==> src/logic/tofm_consts.svh <==
// Constants for the time-of-flight timebase and marker block
`ifndef TOFM_CONSTS_SVH
`define TOFM_CONSTS_SVH

// Register byte addresses; the rate register sits at word index 9, four bytes per word
`define TOFM_IDX_CLOCK_RATE 12'h009
`define TOFM_ADDR_CLOCK_RATE 12'h024
`define TOFM_ADDR_CONTROL 12'h100
`define TOFM_ADDR_STATUS 12'h104
`define TOFM_ADDR_BURST 12'h108

// Field positions and reset values
`define TOFM_RST_CLOCK_RATE 8'h00
`define TOFM_BIT_DIV 2
`define TOFM_RST_PULSES 5'h05
`define TOFM_RST_ARRIVALS 3'h1
`define TOFM_BIT_START 0
`define TOFM_BIT_ABORT 1
`define TOFM_BIT_RX_EN 2

// Auto-zero base count for code 0 (64 base periods), doubled per code step
`define TOFM_AZ_BASE 10'h040
// Half a burst cycle in base periods
`define TOFM_HALF_PER 8'h04
// Arrival marker width in clock cycles
`define TOFM_MARK_LEN 4'h4

// AXI responses
`define TOFM_RESP_OKAY 2'h0
`define TOFM_RESP_SLVERR 2'h2

`endif

==> src/logic/tofm_pkg.sv <==
// Types for the time-of-flight timebase and marker block
package tofm_pkg;
    typedef enum logic [2:0] {
        TOFM_IDLE = 3'h0,
        TOFM_TX = 3'h1,
        TOFM_AZ = 3'h3,
        TOFM_RX = 3'h2,
        TOFM_DONE = 3'h6
    } tofm_state_t;
endpackage

==> src/logic/tofm_tick_if.sv <==
// Base period tick carrier between the top and the timebase
`timescale 1ns/1ps
interface tofm_tick_if;
    logic div_sel;
    logic tick;
    modport src (input div_sel, output tick);
    modport dst (output div_sel, input tick);
endinterface

==> src/logic/tofm_timebase.sv <==
// Base period tick generator: reference clock divided by one or two
`timescale 1ns/1ps
module tofm_timebase (
    // Clock and control
    input wire logic sys_clk,
    input wire logic rst,
    input wire logic ce,
    // Tick carrier
    tofm_tick_if.src tb
);
    typedef struct packed {
        logic phase;
    } tofm_tb_st_t;

    tofm_tb_st_t s_q, s_d;

    // Divide by two toggles a phase bit; divide by one ticks every cycle
    always_comb begin
        s_d = s_q;
        s_d.phase = tb.div_sel ? ~s_q.phase : 1'b0;
    end

    assign tb.tick = ce & (~tb.div_sel | s_q.phase);

    always_ff @(posedge sys_clk) begin
        if (rst) begin
            s_q <= '0;
        end else if (ce) begin
            s_q <= s_d;
        end
    end
endmodule // tofm_timebase

==> src/logic/tofm_top.sv <==
// Time-of-flight timebase, transducer routing and launch/arrival markers
//
// Chosen here: the AXI4-Lite interface to the registers.
`timescale 1ns/1ps
`include "tofm_consts.svh"
module tofm_top (
    // Clock, reset, enable
    input wire logic sys_clk,
    input wire logic rst,
    input wire logic ce,
    // AXI4-Lite write address and data
    input wire logic [11:0] s_axi_awaddr,
    input wire logic s_axi_awvalid,
    output logic s_axi_awready,
    input wire logic [31:0] s_axi_wdata,
    input wire logic [3:0] s_axi_wstrb,
    input wire logic s_axi_wvalid,
    output logic s_axi_wready,
    // AXI4-Lite write response
    output logic [1:0] s_axi_bresp,
    output logic s_axi_bvalid,
    input wire logic s_axi_bready,
    // AXI4-Lite read
    input wire logic [11:0] s_axi_araddr,
    input wire logic s_axi_arvalid,
    output logic s_axi_arready,
    output logic [31:0] s_axi_rdata,
    output logic [1:0] s_axi_rresp,
    output logic s_axi_rvalid,
    input wire logic s_axi_rready,
    // Receive comparator input
    input wire logic echo_valid,
    // Transducer routing and drive
    output logic tx_route,
    output logic rx_route,
    output logic tx_drive,
    output logic autozero_active,
    // Markers to the external timer
    output logic launch_marker,
    output logic arrival_marker
);
    typedef struct packed {
        logic awready;
        logic wready;
        logic aw_got;
        logic w_got;
        logic [11:0] aw_addr;
        logic [31:0] w_data;
        logic [3:0] w_strb;
        logic bvalid;
        logic [1:0] bresp;
        logic arready;
        logic rvalid;
        logic [31:0] rdata;
        logic [1:0] rresp;
        logic [7:0] clock_rate;
        logic [4:0] pulses;
        logic [2:0] arrivals;
        logic rx_en;
        logic start_pend;
        tofm_pkg::tofm_state_t st;
        logic [9:0] cnt;
        logic [7:0] half_cnt;
        logic [5:0] edges;
        logic [2:0] arr_seen;
        logic [3:0] mark_cnt;
        logic tx_route;
        logic rx_route;
        logic tx_drive;
        logic az;
        logic launch;
        logic arrival;
        logic echo_q;
        logic done_flag;
    } tofm_st_t;

    tofm_st_t s_q, s_d;
    tofm_tick_if tb_if ();
    logic tick;

    // Auto-zero length in base periods from the two-bit code
    function automatic logic [9:0] az_len(input logic [1:0] code);
        az_len = `TOFM_AZ_BASE << code;
    endfunction

    // Known-address check, shared by read and write decode
    function automatic logic addr_ok(input logic [11:0] a);
        addr_ok = (a == `TOFM_ADDR_CLOCK_RATE) || (a == `TOFM_ADDR_CONTROL) ||
                  (a == `TOFM_ADDR_STATUS) || (a == `TOFM_ADDR_BURST);
    endfunction

    assign tb_if.div_sel = s_q.clock_rate[`TOFM_BIT_DIV];
    assign tick = tb_if.tick;

    tofm_timebase u_tb (
        .sys_clk(sys_clk),
        .rst(rst),
        .ce(ce),
        .tb(tb_if.src)
    );

    // Register bus, measurement sequencer and markers
    always_comb begin
        s_d = s_q;
        s_d.echo_q = echo_valid;
        // Write channel: accept address and data in either order
        if (s_q.awready && s_axi_awvalid) begin
            s_d.awready = 1'b0;
            s_d.aw_got = 1'b1;
            s_d.aw_addr = s_axi_awaddr;
        end
        if (s_q.wready && s_axi_wvalid) begin
            s_d.wready = 1'b0;
            s_d.w_got = 1'b1;
            s_d.w_data = s_axi_wdata;
            s_d.w_strb = s_axi_wstrb;
        end
        if (s_q.aw_got && s_q.w_got && !s_q.bvalid) begin
            s_d.bvalid = 1'b1;
            s_d.bresp = addr_ok(s_q.aw_addr) ? `TOFM_RESP_OKAY : `TOFM_RESP_SLVERR;
            if (s_q.w_strb[0]) begin
                case (s_q.aw_addr)
                    `TOFM_ADDR_CLOCK_RATE: begin
                        s_d.clock_rate = s_q.w_data[7:0];
                    end
                    `TOFM_ADDR_CONTROL: begin
                        s_d.rx_en = s_q.w_data[`TOFM_BIT_RX_EN];
                        if (s_q.w_data[`TOFM_BIT_START]) begin
                            s_d.start_pend = 1'b1;
                        end
                        if (s_q.w_data[`TOFM_BIT_ABORT]) begin
                            s_d.start_pend = 1'b0;
                            s_d.st = tofm_pkg::TOFM_IDLE;
                        end
                    end
                    `TOFM_ADDR_BURST: begin
                        s_d.pulses = s_q.w_data[4:0];
                        s_d.arrivals = s_q.w_data[10:8];
                    end
                    default: begin
                    end
                endcase
            end
        end
        if (s_q.bvalid && s_axi_bready) begin
            s_d.bvalid = 1'b0;
            s_d.aw_got = 1'b0;
            s_d.w_got = 1'b0;
            s_d.awready = 1'b1;
            s_d.wready = 1'b1;
        end
        // Read channel: one read at a time, answer one cycle after take
        if (s_q.arready && s_axi_arvalid) begin
            s_d.arready = 1'b0;
            s_d.rvalid = 1'b1;
            s_d.rresp = addr_ok(s_axi_araddr) ? `TOFM_RESP_OKAY : `TOFM_RESP_SLVERR;
            case (s_axi_araddr)
                `TOFM_ADDR_CLOCK_RATE: s_d.rdata = {24'h000000, s_q.clock_rate};
                `TOFM_ADDR_CONTROL: s_d.rdata = {29'h0, s_q.rx_en, 1'b0, s_q.start_pend};
                `TOFM_ADDR_STATUS: s_d.rdata = {21'h0, s_q.arr_seen, 4'h0,
                                               s_q.done_flag, s_q.st};
                `TOFM_ADDR_BURST: s_d.rdata = {21'h0, s_q.arrivals, 3'h0, s_q.pulses};
                default: s_d.rdata = 32'h00000000;
            endcase
        end
        if (s_q.rvalid && s_axi_rready) begin
            s_d.rvalid = 1'b0;
            s_d.arready = 1'b1;
        end
        // Arrival marker width counter, in clock cycles
        if (s_q.mark_cnt != 4'h0) begin
            s_d.mark_cnt = s_q.mark_cnt - 4'h1;
        end
        s_d.arrival = (s_d.mark_cnt != 4'h0);
        // Sequencer; timers advance only on base-period ticks
        case (s_q.st)
            tofm_pkg::TOFM_IDLE: begin
                s_d.tx_route = 1'b0;
                s_d.rx_route = 1'b0;
                s_d.tx_drive = 1'b0;
                s_d.launch = 1'b0;
                // Auto-zero drops too, in case an abort forced the state back
                s_d.az = 1'b0;
                if (s_q.start_pend && tick) begin
                    s_d.start_pend = 1'b0;
                    s_d.done_flag = 1'b0;
                    s_d.arr_seen = 3'h0;
                    s_d.st = tofm_pkg::TOFM_TX;
                    s_d.tx_route = 1'b1;
                    s_d.tx_drive = 1'b1;
                    s_d.launch = 1'b1;
                    s_d.half_cnt = `TOFM_HALF_PER;
                    // Two edges per burst cycle; six bits so a 31-cycle burst fits
                    s_d.edges = {s_q.pulses, 1'b0} - 6'h1;
                end
            end
            tofm_pkg::TOFM_TX: begin
                if (tick) begin
                    if (s_q.half_cnt == 8'h1) begin
                        s_d.half_cnt = `TOFM_HALF_PER;
                        if (s_q.edges == 6'h0) begin
                            s_d.tx_drive = 1'b0;
                            s_d.launch = 1'b0;
                            s_d.tx_route = 1'b0;
                            s_d.st = tofm_pkg::TOFM_AZ;
                            s_d.az = 1'b1;
                            s_d.cnt = az_len(s_q.clock_rate[1:0]);
                        end else begin
                            s_d.edges = s_q.edges - 6'h1;
                            s_d.tx_drive = ~s_q.tx_drive;
                        end
                    end else begin
                        s_d.half_cnt = s_q.half_cnt - 8'h1;
                    end
                end
            end
            tofm_pkg::TOFM_AZ: begin
                if (tick) begin
                    if (s_q.cnt == 10'h1) begin
                        s_d.az = 1'b0;
                        s_d.st = tofm_pkg::TOFM_RX;
                        s_d.rx_route = s_q.rx_en;
                    end else begin
                        s_d.cnt = s_q.cnt - 10'h1;
                    end
                end
            end
            tofm_pkg::TOFM_RX: begin
                if (!s_q.rx_route) begin
                    s_d.st = tofm_pkg::TOFM_DONE;
                end else if (echo_valid && !s_q.echo_q && s_q.mark_cnt == 4'h0) begin
                    s_d.mark_cnt = `TOFM_MARK_LEN;
                    s_d.arrival = 1'b1;
                    s_d.arr_seen = s_q.arr_seen + 3'h1;
                    if (s_q.arr_seen + 3'h1 >= s_q.arrivals) begin
                        s_d.st = tofm_pkg::TOFM_DONE;
                    end
                end
            end
            tofm_pkg::TOFM_DONE: begin
                s_d.rx_route = 1'b0;
                s_d.done_flag = 1'b1;
                s_d.st = tofm_pkg::TOFM_IDLE;
            end
            default: begin
                s_d.st = tofm_pkg::TOFM_IDLE;
            end
        endcase
        // Abort wins over a sequencer step in the same cycle, so no route or
        // launch marker is left standing when software cancels a measurement mid-way
        if (s_q.aw_got && s_q.w_got && !s_q.bvalid && s_q.w_strb[0] &&
            s_q.aw_addr == `TOFM_ADDR_CONTROL && s_q.w_data[`TOFM_BIT_ABORT]) begin
            s_d.st = tofm_pkg::TOFM_IDLE;
            s_d.tx_route = 1'b0;
            s_d.rx_route = 1'b0;
            s_d.tx_drive = 1'b0;
            s_d.launch = 1'b0;
            s_d.az = 1'b0;
        end
    end

    // State register; clock enable low freezes everything
    always_ff @(posedge sys_clk) begin
        if (rst) begin
            s_q <= '0;
            s_q.awready <= 1'b1;
            s_q.wready <= 1'b1;
            s_q.arready <= 1'b1;
            s_q.clock_rate <= `TOFM_RST_CLOCK_RATE;
            s_q.pulses <= `TOFM_RST_PULSES;
            s_q.arrivals <= `TOFM_RST_ARRIVALS;
            s_q.rx_en <= 1'b1;
            s_q.st <= tofm_pkg::TOFM_IDLE;
        end else if (ce) begin
            s_q <= s_d;
        end
    end

    // Outputs straight from flip-flops
    assign s_axi_awready = s_q.awready;
    assign s_axi_wready = s_q.wready;
    assign s_axi_bvalid = s_q.bvalid;
    assign s_axi_bresp = s_q.bresp;
    assign s_axi_arready = s_q.arready;
    assign s_axi_rvalid = s_q.rvalid;
    assign s_axi_rdata = s_q.rdata;
    assign s_axi_rresp = s_q.rresp;
    assign tx_route = s_q.tx_route;
    assign rx_route = s_q.rx_route;
    assign tx_drive = s_q.tx_drive;
    assign autozero_active = s_q.az;
    assign launch_marker = s_q.launch;
    assign arrival_marker = s_q.arrival;
endmodule // tofm_top

==> config.mk <==
export PLATFORM = sky130hd
export DESIGN_NAME = tofm_top
export DESIGN_NICKNAME = d
export VERILOG_FILES = /design/src/logic/tofm_pkg.sv /design/src/logic/tofm_tick_if.sv /design/src/logic/tofm_timebase.sv /design/src/logic/tofm_top.sv
export VERILOG_INCLUDE_DIRS = /design/src /design/src/logic
export SDC_FILE = /design/constraint.sdc
export NUM_CORES = 1
export LEC_CHECK = 0
export BUFFER_PORTS_ARGS = -buffer_cell sky130_fd_sc_hd__buf_2
export CAP_MARGIN = 20
export CELL_PAD_IN_SITES_DETAIL_PLACEMENT = 1
export CELL_PAD_IN_SITES_GLOBAL_PLACEMENT = 2
export CORE_MARGIN = 2
export CORE_UTILIZATION = 34
export CTS_CLUSTER_DIAMETER = 150
export CTS_CLUSTER_SIZE = 30
export DETAILED_ROUTE_END_ITERATION = 12
export PLACE_DENSITY_LB_ADDON = 0.1
export SLEW_MARGIN = 20
export SYNTH_ARGS = -nofsm -noshare
export SYNTH_HDL_FRONTEND = slang
export SYNTH_SLANG_ARGS = --single-unit
==> constraint.sdc <==
create_clock -name sys_clk -period 3.2 [get_ports sys_clk]
set_clock_uncertainty 0.2 [all_clocks]
set_input_delay 0.64 -clock sys_clk [delete_from_list [all_inputs] [get_ports sys_clk]]
set_output_delay 0.64 -clock sys_clk [all_outputs]
set_load 0.03 [all_outputs]
==> flow_metrics.py, run 1 <==
metrics = {
    "run_status": {
        "status": "finished clean",
    },
    "global_route": {
        "grt_use_total_pct": 17.88,
        "grt_pass1_wl_um": 23830,
        "grt_pass1_vias": 4675,
        "antenna_found_initial": 0,
        "grt_overflow": 0,
        "grt_max_degree": 57,
    },
    "cells_and_area": {
        "nNetsFinal": 795,
        "syn_to_final_growth_pct": 12.37,
        "multiInputGateArea_um2": 2825,
        "seq_area_um2": 2082,
        "diodes": 0,
        "regMostFlops": "s_q",
        "drive_gt1_share_pct": 14.60,
        "final_common_cell": "dfxtp_1",
        "n_fill_cell": 1853,
        "largest_register_ffs": 80,
        "most-common-layout-cells": "dfxtp_1 (104), nand2_1 (94), nor2_1 (73)",
    },
    "place": {
        "port_buffers": 68,
        "place_congestion": 0.7594,
        "post-dp-hpwl_um": 10950,
        "dp_slack_ps": 592.3,
    },
    "floorplanning": {
        "io_pins": 116,
        "die-area_um2": 16600,
        "die_w_um": 128.9,
        "die_h_um": 128.9,
        "core-area_um2": 15200,
        "num_rows": 45,
        "start_util_pct": 34.86,
    },
    "cts": {
        "cts_sinks": 104,
        "cts_tree": "yes",
        "clockBufferDepth": 2,
        "htree_levels": 3,
        "post_cts_resized": 0,
        "post_cts_buffers": 0,
        "cts_hold_buf": 0,
        "cts-root-buf": "clkbuf_16",
        "cts.clk_slew.worst_paths_ps": 80,
        "numCtsBuffers": 9,
        "clock_latency_ps": 350,
    },
    "synthesis": {
        "synth_top_area_share_pct": 39.28,
        "netlist_area_um2": 5300,
        "synth_flop_cell": "dfxtp_1",
        "synth_edf_count": 0,
        "seq_area_frac_synth_pct": 39.28,
        "async_reset_ff_share_pct": 0,
        "ys_warn_count": 0,
        "synth_top_area_cell": "dfxtp_1",
        "yosysUniqueCellTypes": 56,
        "synthTopCellsByArea": "dfxtp_1 (39%), nand2_1 (6.7%), a21oi_1 (5.8%)",
        "synth_seq_cells": 104,
        "syn_area_per_cell_um2": 7.922,
        "netlist_instances": 669,
    },
    "critical_path": {
        "cp.arrival_ps": 2650,
        "worst-setup-path-type": "reg2reg",
        "required_ps": 3280,
        "end_kind": "register",
        "crit_path_start_kind": "register",
        "critPathMaxFanout": 5,
    },
    "worst_hold_path": {
        "hold_class": "reg2reg",
    },
    "route": {
        "vias": 4753,
        "ant_nets": 0,
        "drt-initial-drc-count": 160,
        "via_per_inst": 5.240,
        "drt-total-wl_um": 14560,
        "first_pass_iters": 4,
        "wl_per_cell_um": 16.05,
        "drc_errors": 0,
    },
    "pwr": {
        "power.density_nw_per_um2": 479.5,
        "totalPowerFinal_mw": 2.856,
        "ir_worst_vdd_uv": 306.6,
        "leakagePower_nw": 2.266,
    },
    "timing": {
        "grt_setup_unrepaired": "false",
        "relSlewSlack_pct": 48.91,
        "finalCritPeriodShare_pct": 80.36,
        "fmax_mhz": 388.9,
        "worst_slack_ps": 628.6,
        "hold_viol": 0,
        "setup_viol": 0,
        "slew_viol_final": 0,
        "tightest_slew_ps": 765.5,
        "period_needed_ps": 2571,
        "tns_ps": 0,
    },
    "run": {
        "maxCapViolCount": 0,
    },
}
[critical path: stages (launching register included)]
cell and delay [ps]:
dfxtp_1 330, inv_1 70, ha_1 140, nor3b_1 420, nand4_1 320, or2_2 410
nor4b_1 350, o21ai_0 130, a21oi_1 160
[report_power, final]
part           switching, mW  internal [mW]  leakage (nW)
sequential            0.0392           1.33         0.842
combinational          0.254          0.143          1.28
clock                  0.543          0.545         0.141
total                  0.836           2.02          2.27
[kinds of logic after synthesis]
logic type	Yosys count	share of synthesized area, %
buf+inv	88	8.971
mux	16	3.022
xor+xnor	12	1.983
other cells	1	0.07075
compound gates	159	18.51
simple gates	277	25.33
flops	104	39.28
fa+ha+maj	12	2.833
[synth_stat cells (all sizes together), types with 8 or more instances]
cell type    n
dfxtp      104
nor4        12
o21ai       33
nand2b      11
ha          12
a21oi       61
nor3        19
nor2b       11
a22oi       16
nand2       94
nor2        73
nand3       17
clkbuf      26
mux2i       16
inv         19
buf         43
a31oi        8
[stage by stage]
stage	utilization (%)	cell area, µm²	std cells	hold WS (ps)
5_1_grt	39.18	5956	907	280.8
3_5_place_dp	37.26	5664	891	248.3
6_report	39.18	5956	907	254.4
2_1_floorplan	-	5383	691	231.3
4_1_cts	39.18	5956	907	259.7
3_3_place_gp	37.26	5664	891	243.9
[path summary, 6_finish.rpt]
path	from	to	slack, ps	cells after the start
worst max-delay path	s_q[22]	s_q[37]	630	8
worst min-delay path	s_axi_rdata[8]	s_axi_rdata[8]	250	2
worst max register to register	s_q[22]	s_q[37]	630	8
worst min register to register	s_axi_rdata[8]	s_axi_rdata[8]	250	2
[per-layer routing]
layer  GRT usage, %  up-vias  wire (µm)
li1               -     2383          -
met3          2.162        8        455
met5              0        -          0
met1          24.48     2289       7070
met2          29.66       73       6912
met4          5.243        0        120
[area by class of cell]
type / count / area share, %
clock buffer: 9 / 3.782
sequential: 104 / 34.96
clock inverter: 7 / 1.113
timing repair buffer: 81 / 7.563
multi-input combinational: 499 / 47.44
inverter: 19 / 1.197
tap: 188 / 3.950
(Power assumes the default switching activity.)
==> inputs of run 2 (changes only) <==
--- a/config.mk
+++ b/config.mk
@@ -11,7 +11,7 @@
 export CELL_PAD_IN_SITES_DETAIL_PLACEMENT = 1
 export CELL_PAD_IN_SITES_GLOBAL_PLACEMENT = 2
 export CORE_MARGIN = 2
-export CORE_UTILIZATION = 34
+export CORE_UTILIZATION = 31
 export CTS_CLUSTER_DIAMETER = 150
 export CTS_CLUSTER_SIZE = 30
 export DETAILED_ROUTE_END_ITERATION = 12
==> constraint.sdc (replaced) <==
create_clock -name sys_clk -period 2.4 [get_ports sys_clk]
set_clock_uncertainty 0.2 [all_clocks]
set_input_delay 0.48 -clock sys_clk [delete_from_list [all_inputs] [get_ports sys_clk]]
set_output_delay 0.48 -clock sys_clk [all_outputs]
set_load 0.03 [all_outputs]
==> flow_metrics.py, run 2 (same netlist as run 1, synthesis figures left out) <==
metrics = {
    "critical_path": {
        "end_kind": "register",
        "worst-setup-path-type": "reg2reg",
        "crit_buf_inv": 1,
        "required_ps": 2480,
        "path_cells": "inv_2, ha_1, or4b_4, nor3_4, a31oi_1, o31ai_2, a31oi_1, a211oi_1",
        "reg2reg_depth": 8,
        "crit_path_start_kind": "register",
        "slowest_stage": "or4b_4",
        "cp.arrival_ps": 2320,
        "rr_endpoint": "autozero_active",
        "cpLargestDelayFamily": "simple AND/OR/NAND/NOR gates",
        "cpMostUsedCell": "a31oi_1",
        "rr_startpoint": "s_q[30]",
        "critPathMaxFanout": 5,
        "ff2ff_setup_slack_ps": 150,
        "slowest_delay_ps": 470,
    },
    "global_route": {
        "grt_max_degree": 46,
        "grt_overflow": 0,
        "grt_pass1_vias": 4914,
        "antenna_found_initial": 0,
        "grt_use_total_pct": 17.23,
        "grt_pass1_wl_um": 25160,
    },
    "route": {
        "first_pass_iters": 4,
        "drt-total-wl_um": 15180,
        "drc_errors": 0,
        "vias": 4848,
        "drt-initial-drc-count": 169,
        "via_per_inst": 5.040,
        "wl_per_cell_um": 15.78,
        "ant_nets": 0,
    },
    "timing": {
        "grt_setup_unrepaired": "true",
        "tightest_slew_ps": 511.4,
        "fmax_mhz": 444.8,
        "whs_ps": 163.8,
        "setup_viol": 0,
        "relSlewSlack_pct": 65.81,
        "hold_viol": 0,
        "finalCritPeriodShare_pct": 93.67,
        "period_needed_ps": 2248,
        "slew_viol_final": 0,
        "tns_ps": 0,
    },
    "pwr": {
        "leakagePower_nw": 2.406,
        "ir_worst_vdd_uv": 333.9,
        "power.density_nw_per_um2": 625.8,
    },
    "cells_and_area": {
        "diodes": 0,
        "nNetsFinal": 819,
        "regMostFlops": "s_q",
        "largest_register_ffs": 80,
        "final_common_cell": "dfxtp_1",
        "syn_to_final_growth_pct": 17.14,
        "most-common-layout-cells": "dfxtp_1 (102), nand2_1 (94), nor2_1 (73)",
        "drive_gt1_share_pct": 18.19,
    },
    "place": {
        "post-dp-hpwl_um": 11520,
        "place_congestion": 0.7832,
        "port_buffers": 68,
    },
    "floorplanning": {
        "num_rows": 47,
        "die-area_um2": 18160,
        "die_w_um": 134.8,
        "die_h_um": 134.8,
        "core-area_um2": 16640,
        "io_pins": 116,
        "start_util_pct": 31.85,
    },
    "cts": {
        "cts_hold_buf": 0,
        "cts_sinks": 104,
        "clockBufferDepth": 2,
        "cts.clk_slew.worst_paths_ps": 70,
        "cts_tree": "yes",
        "cts-root-buf": "clkbuf_16",
        "clock_latency_ps": 350,
        "numCtsBuffers": 9,
        "htree_levels": 3,
    },
    "worst_hold_path": {
        "holdPathStages": 3,
        "hold_start": "s_axi_wdata[3]",
        "hold_end": "s_q[106]",
        "hold_class": "in2reg",
    },
    "run": {
        "maxCapViolCount": 0,
    },
    "run_status": {
        "status": "finished clean",
    },
}
## run 2: where the power goes
part | total (mW) | internal, mW | switching [mW]
Clock | 1.51 | 0.837 | 0.671
Sequential | 1.83 | 1.78 | 0.0538
Combinational | 0.547 | 0.210 | 0.337
Total | 3.89 | 2.82 | 1.06
## run 2: cell type report
type,count,area (µm²)
fillers,2049,10430
multi-input cells,499,2851
flip-flops and latches,104,2085
repair buffers,105,630.6
well taps,220,275.3
clock buffers,11,242.7
inverters,19,71.32
clock inverters,4,52.55
## run 2: stage by stage
stage                     std cells  power (mW)  worst slack [ps]  util (%)  area [µm²]
after global placement          944       2.405             121.5     35.22        5862
after CTS                       959       3.940             67.35     37.00        6157
after floorplan                 691       2.274             166.2         -        5383
after detailed placement        944       2.419             83.84     35.22        5862
final                           962       3.885             152.0     37.31        6208
after global routing            962       4.074            -28.32     37.31        6208
## run 2: timing repair
| action | CTS | global route |
|---|---|---|
| setup buffers | 0 | 3 |
| endpoints found under the setup margin | 0 | 13 |
| gates resized for setup | 0 | 8 |
## run 2: worst max-delay path by stage
stage            start               to  slack [ps]  depth (start not counted)
2_1_floorplan       ce          s_q[52]         170                          6
3_3_place_gp   s_q[22]          s_q[36]         120                          8
3_5_place_dp   s_q[30]  autozero_active          80                          8
4_1_cts        s_q[22]          s_q[36]          70                          8
5_1_grt        s_q[30]  autozero_active         -30                          8
6_report       s_q[30]  autozero_active         150                          8
## run 2: layer usage
| metal | track usage [%] | vias up | routed length (µm) |
|---|---|---|---|
| li1 | - | 2430 | - |
| met1 | 23.02 | 2324 | 7462 |
| met2 | 28.82 | 82 | 7085 |
| met3 | 2.327 | 12 | 421 |
| met4 | 5.439 | 0 | 205 |
| met5 | 0 | - | 0 |
## run 2: worst min-delay path, delay by kind of cell
family,cells,cell delay (ps)
buffers and inverters,1,90
and+or+nand+nor,1,40
AOI/OAI and AO/OA,1,50
==> inputs of run 3 (changes only) <==
--- a/config.mk
+++ b/config.mk
@@ -11,7 +11,7 @@
 export CELL_PAD_IN_SITES_DETAIL_PLACEMENT = 1
 export CELL_PAD_IN_SITES_GLOBAL_PLACEMENT = 2
 export CORE_MARGIN = 2
-export CORE_UTILIZATION = 31
+export CORE_UTILIZATION = 34
 export CTS_CLUSTER_DIAMETER = 150
 export CTS_CLUSTER_SIZE = 30
 export DETAILED_ROUTE_END_ITERATION = 12
==> constraint.sdc (replaced) <==
create_clock -name sys_clk -period 2.85 [get_ports sys_clk]
set_clock_uncertainty 0.2 [all_clocks]
set_input_delay 0.57 -clock sys_clk [delete_from_list [all_inputs] [get_ports sys_clk]]
set_output_delay 0.57 -clock sys_clk [all_outputs]
set_load 0.03 [all_outputs]
==> flow_metrics.py, run 3 (same netlist as run 1, synthesis figures left out) <==
metrics = {
    "global_route": {
        "grt_use_total_pct": 18.58,
        "antenna_found_initial": 0,
        "grt_overflow": 0,
        "grt_pass1_vias": 4827,
        "grt_max_degree": 33,
        "grt_pass1_wl_um": 24500,
    },
    "cells_and_area": {
        "most-common-layout-cells": "dfxtp_1 (104), nand2_1 (94), nor2_1 (73)",
        "largest_register_ffs": 80,
        "syn_to_final_growth_pct": 14.90,
        "regMostFlops": "s_q",
        "final_common_cell": "dfxtp_1",
        "diodes": 0,
        "drive_gt1_share_pct": 15.89,
        "nNetsFinal": 806,
    },
    "cts": {
        "clock_latency_ps": 350,
        "numCtsBuffers": 9,
        "htree_levels": 3,
        "cts-root-buf": "clkbuf_16",
        "cts.clk_slew.worst_paths_ps": 70,
        "cts_hold_buf": 0,
        "cts_sinks": 104,
        "post_cts_buffers": 0,
        "cts_tree": "yes",
        "post_cts_resized": 0,
        "clockBufferDepth": 2,
    },
    "critical_path": {
        "required_ps": 2900,
        "reg2reg_depth": 6,
        "cp.arrival_ps": 2610,
        "worst-setup-path-type": "reg2reg",
        "crit_path_start_kind": "register",
        "ff2ff_setup_slack_ps": 290,
        "end_kind": "register",
        "critPathMaxFanout": 17,
    },
    "route": {
        "drc_errors": 0,
        "wl_per_cell_um": 16.28,
        "vias": 4803,
        "ant_nets": 0,
        "drt-total-wl_um": 14950,
        "first_pass_iters": 4,
        "via_per_inst": 5.232,
        "drt-initial-drc-count": 230,
    },
    "timing": {
        "grt_setup_unrepaired": "false",
        "worst_slack_ps": 290.4,
        "setup_viol": 0,
        "fmax_mhz": 390.7,
        "finalCritPeriodShare_pct": 89.81,
        "period_needed_ps": 2560,
        "tightest_slew_ps": 774.6,
        "relSlewSlack_pct": 48.31,
        "slew_viol_final": 0,
        "tns_ps": 0,
        "hold_viol": 0,
    },
    "floorplanning": {
        "io_pins": 116,
        "die-area_um2": 16600,
        "num_rows": 45,
        "start_util_pct": 34.86,
        "die_w_um": 128.9,
        "core-area_um2": 15200,
        "die_h_um": 128.9,
    },
    "place": {
        "post-dp-hpwl_um": 11190,
        "port_buffers": 68,
        "place_congestion": 0.7951,
        "dp_slack_ps": 325.5,
    },
    "pwr": {
        "leakagePower_nw": 2.350,
        "ir_worst_vdd_uv": 292.8,
        "power.density_nw_per_um2": 564.2,
    },
    "run": {
        "maxCapViolCount": 0,
    },
    "worst_hold_path": {
        "hold_class": "in2reg",
        "holdPathStages": 3,
    },
    "run_status": {
        "status": "finished clean",
    },
}
-- run 3: worst paths after layout --
kind	startpoint	endpoint
setup / recovery	s_q[40]	s_q[28]
hold / removal	s_axi_awaddr[6]	s_q[141]
setup reg to reg	s_q[40]	s_q[28]
hold reg to reg	s_axi_rdata[9]	s_axi_rdata[9]
-- run 3: per-layer routing --
| metal | wire length (µm) | global-route usage [%] |
|---|---|---|
| met5 | 0 | 0 |
| met4 | 178 | 4.668 |
| met3 | 603 | 4.200 |
| met2 | 7068 | 31.43 |
| met1 | 7094 | 24.04 |
-- run 3: report_power, final --
part | internal, mW | total [mW] | switching [mW] | leakage (nW)
clock | 0.861 | 1.45 | 0.586 | 0.170
combinational | 0.165 | 0.449 | 0.284 | 1.34
sequential | 1.50 | 1.54 | 0.0440 | 0.842
-- run 3: area by class of cell --
cell class / count / area (µm²)
clock buffer: 9 / 225.2
sequential: 104 / 2082
inverter: 19 / 71.32
tap: 188 / 235.2
timing repair buffer: 92 / 533.0
fill: 1872 / 9112
clock inverter: 7 / 117.6
multi-input combinational: 499 / 2825
-- run 3: critical path, cell delays in order, from the launching register on --
cell	delay, ps
dfxtp_1	540
nor2_1	280
o2111ai_1	420
nor4_1	620
nand2_1	150
xor2_1	180
nor2_1	50
-- run 3: per-stage QoR --
step | cell area, µm² | hold WS, ps | power [mW] | util (%) | instances
CTS | 6090 | 236.6 | 3.492 | 40.06 | 918
finish | 6090 | 252.7 | 3.436 | 40.06 | 918
floorplan | 5383 | 231.3 | 1.915 | - | 691
global placement | 5747 | 242.7 | 2.007 | 37.80 | 902
global route | 6090 | 239.1 | 3.597 | 40.06 | 918
detailed placement | 5747 | 250.0 | 2.026 | 37.80 | 902
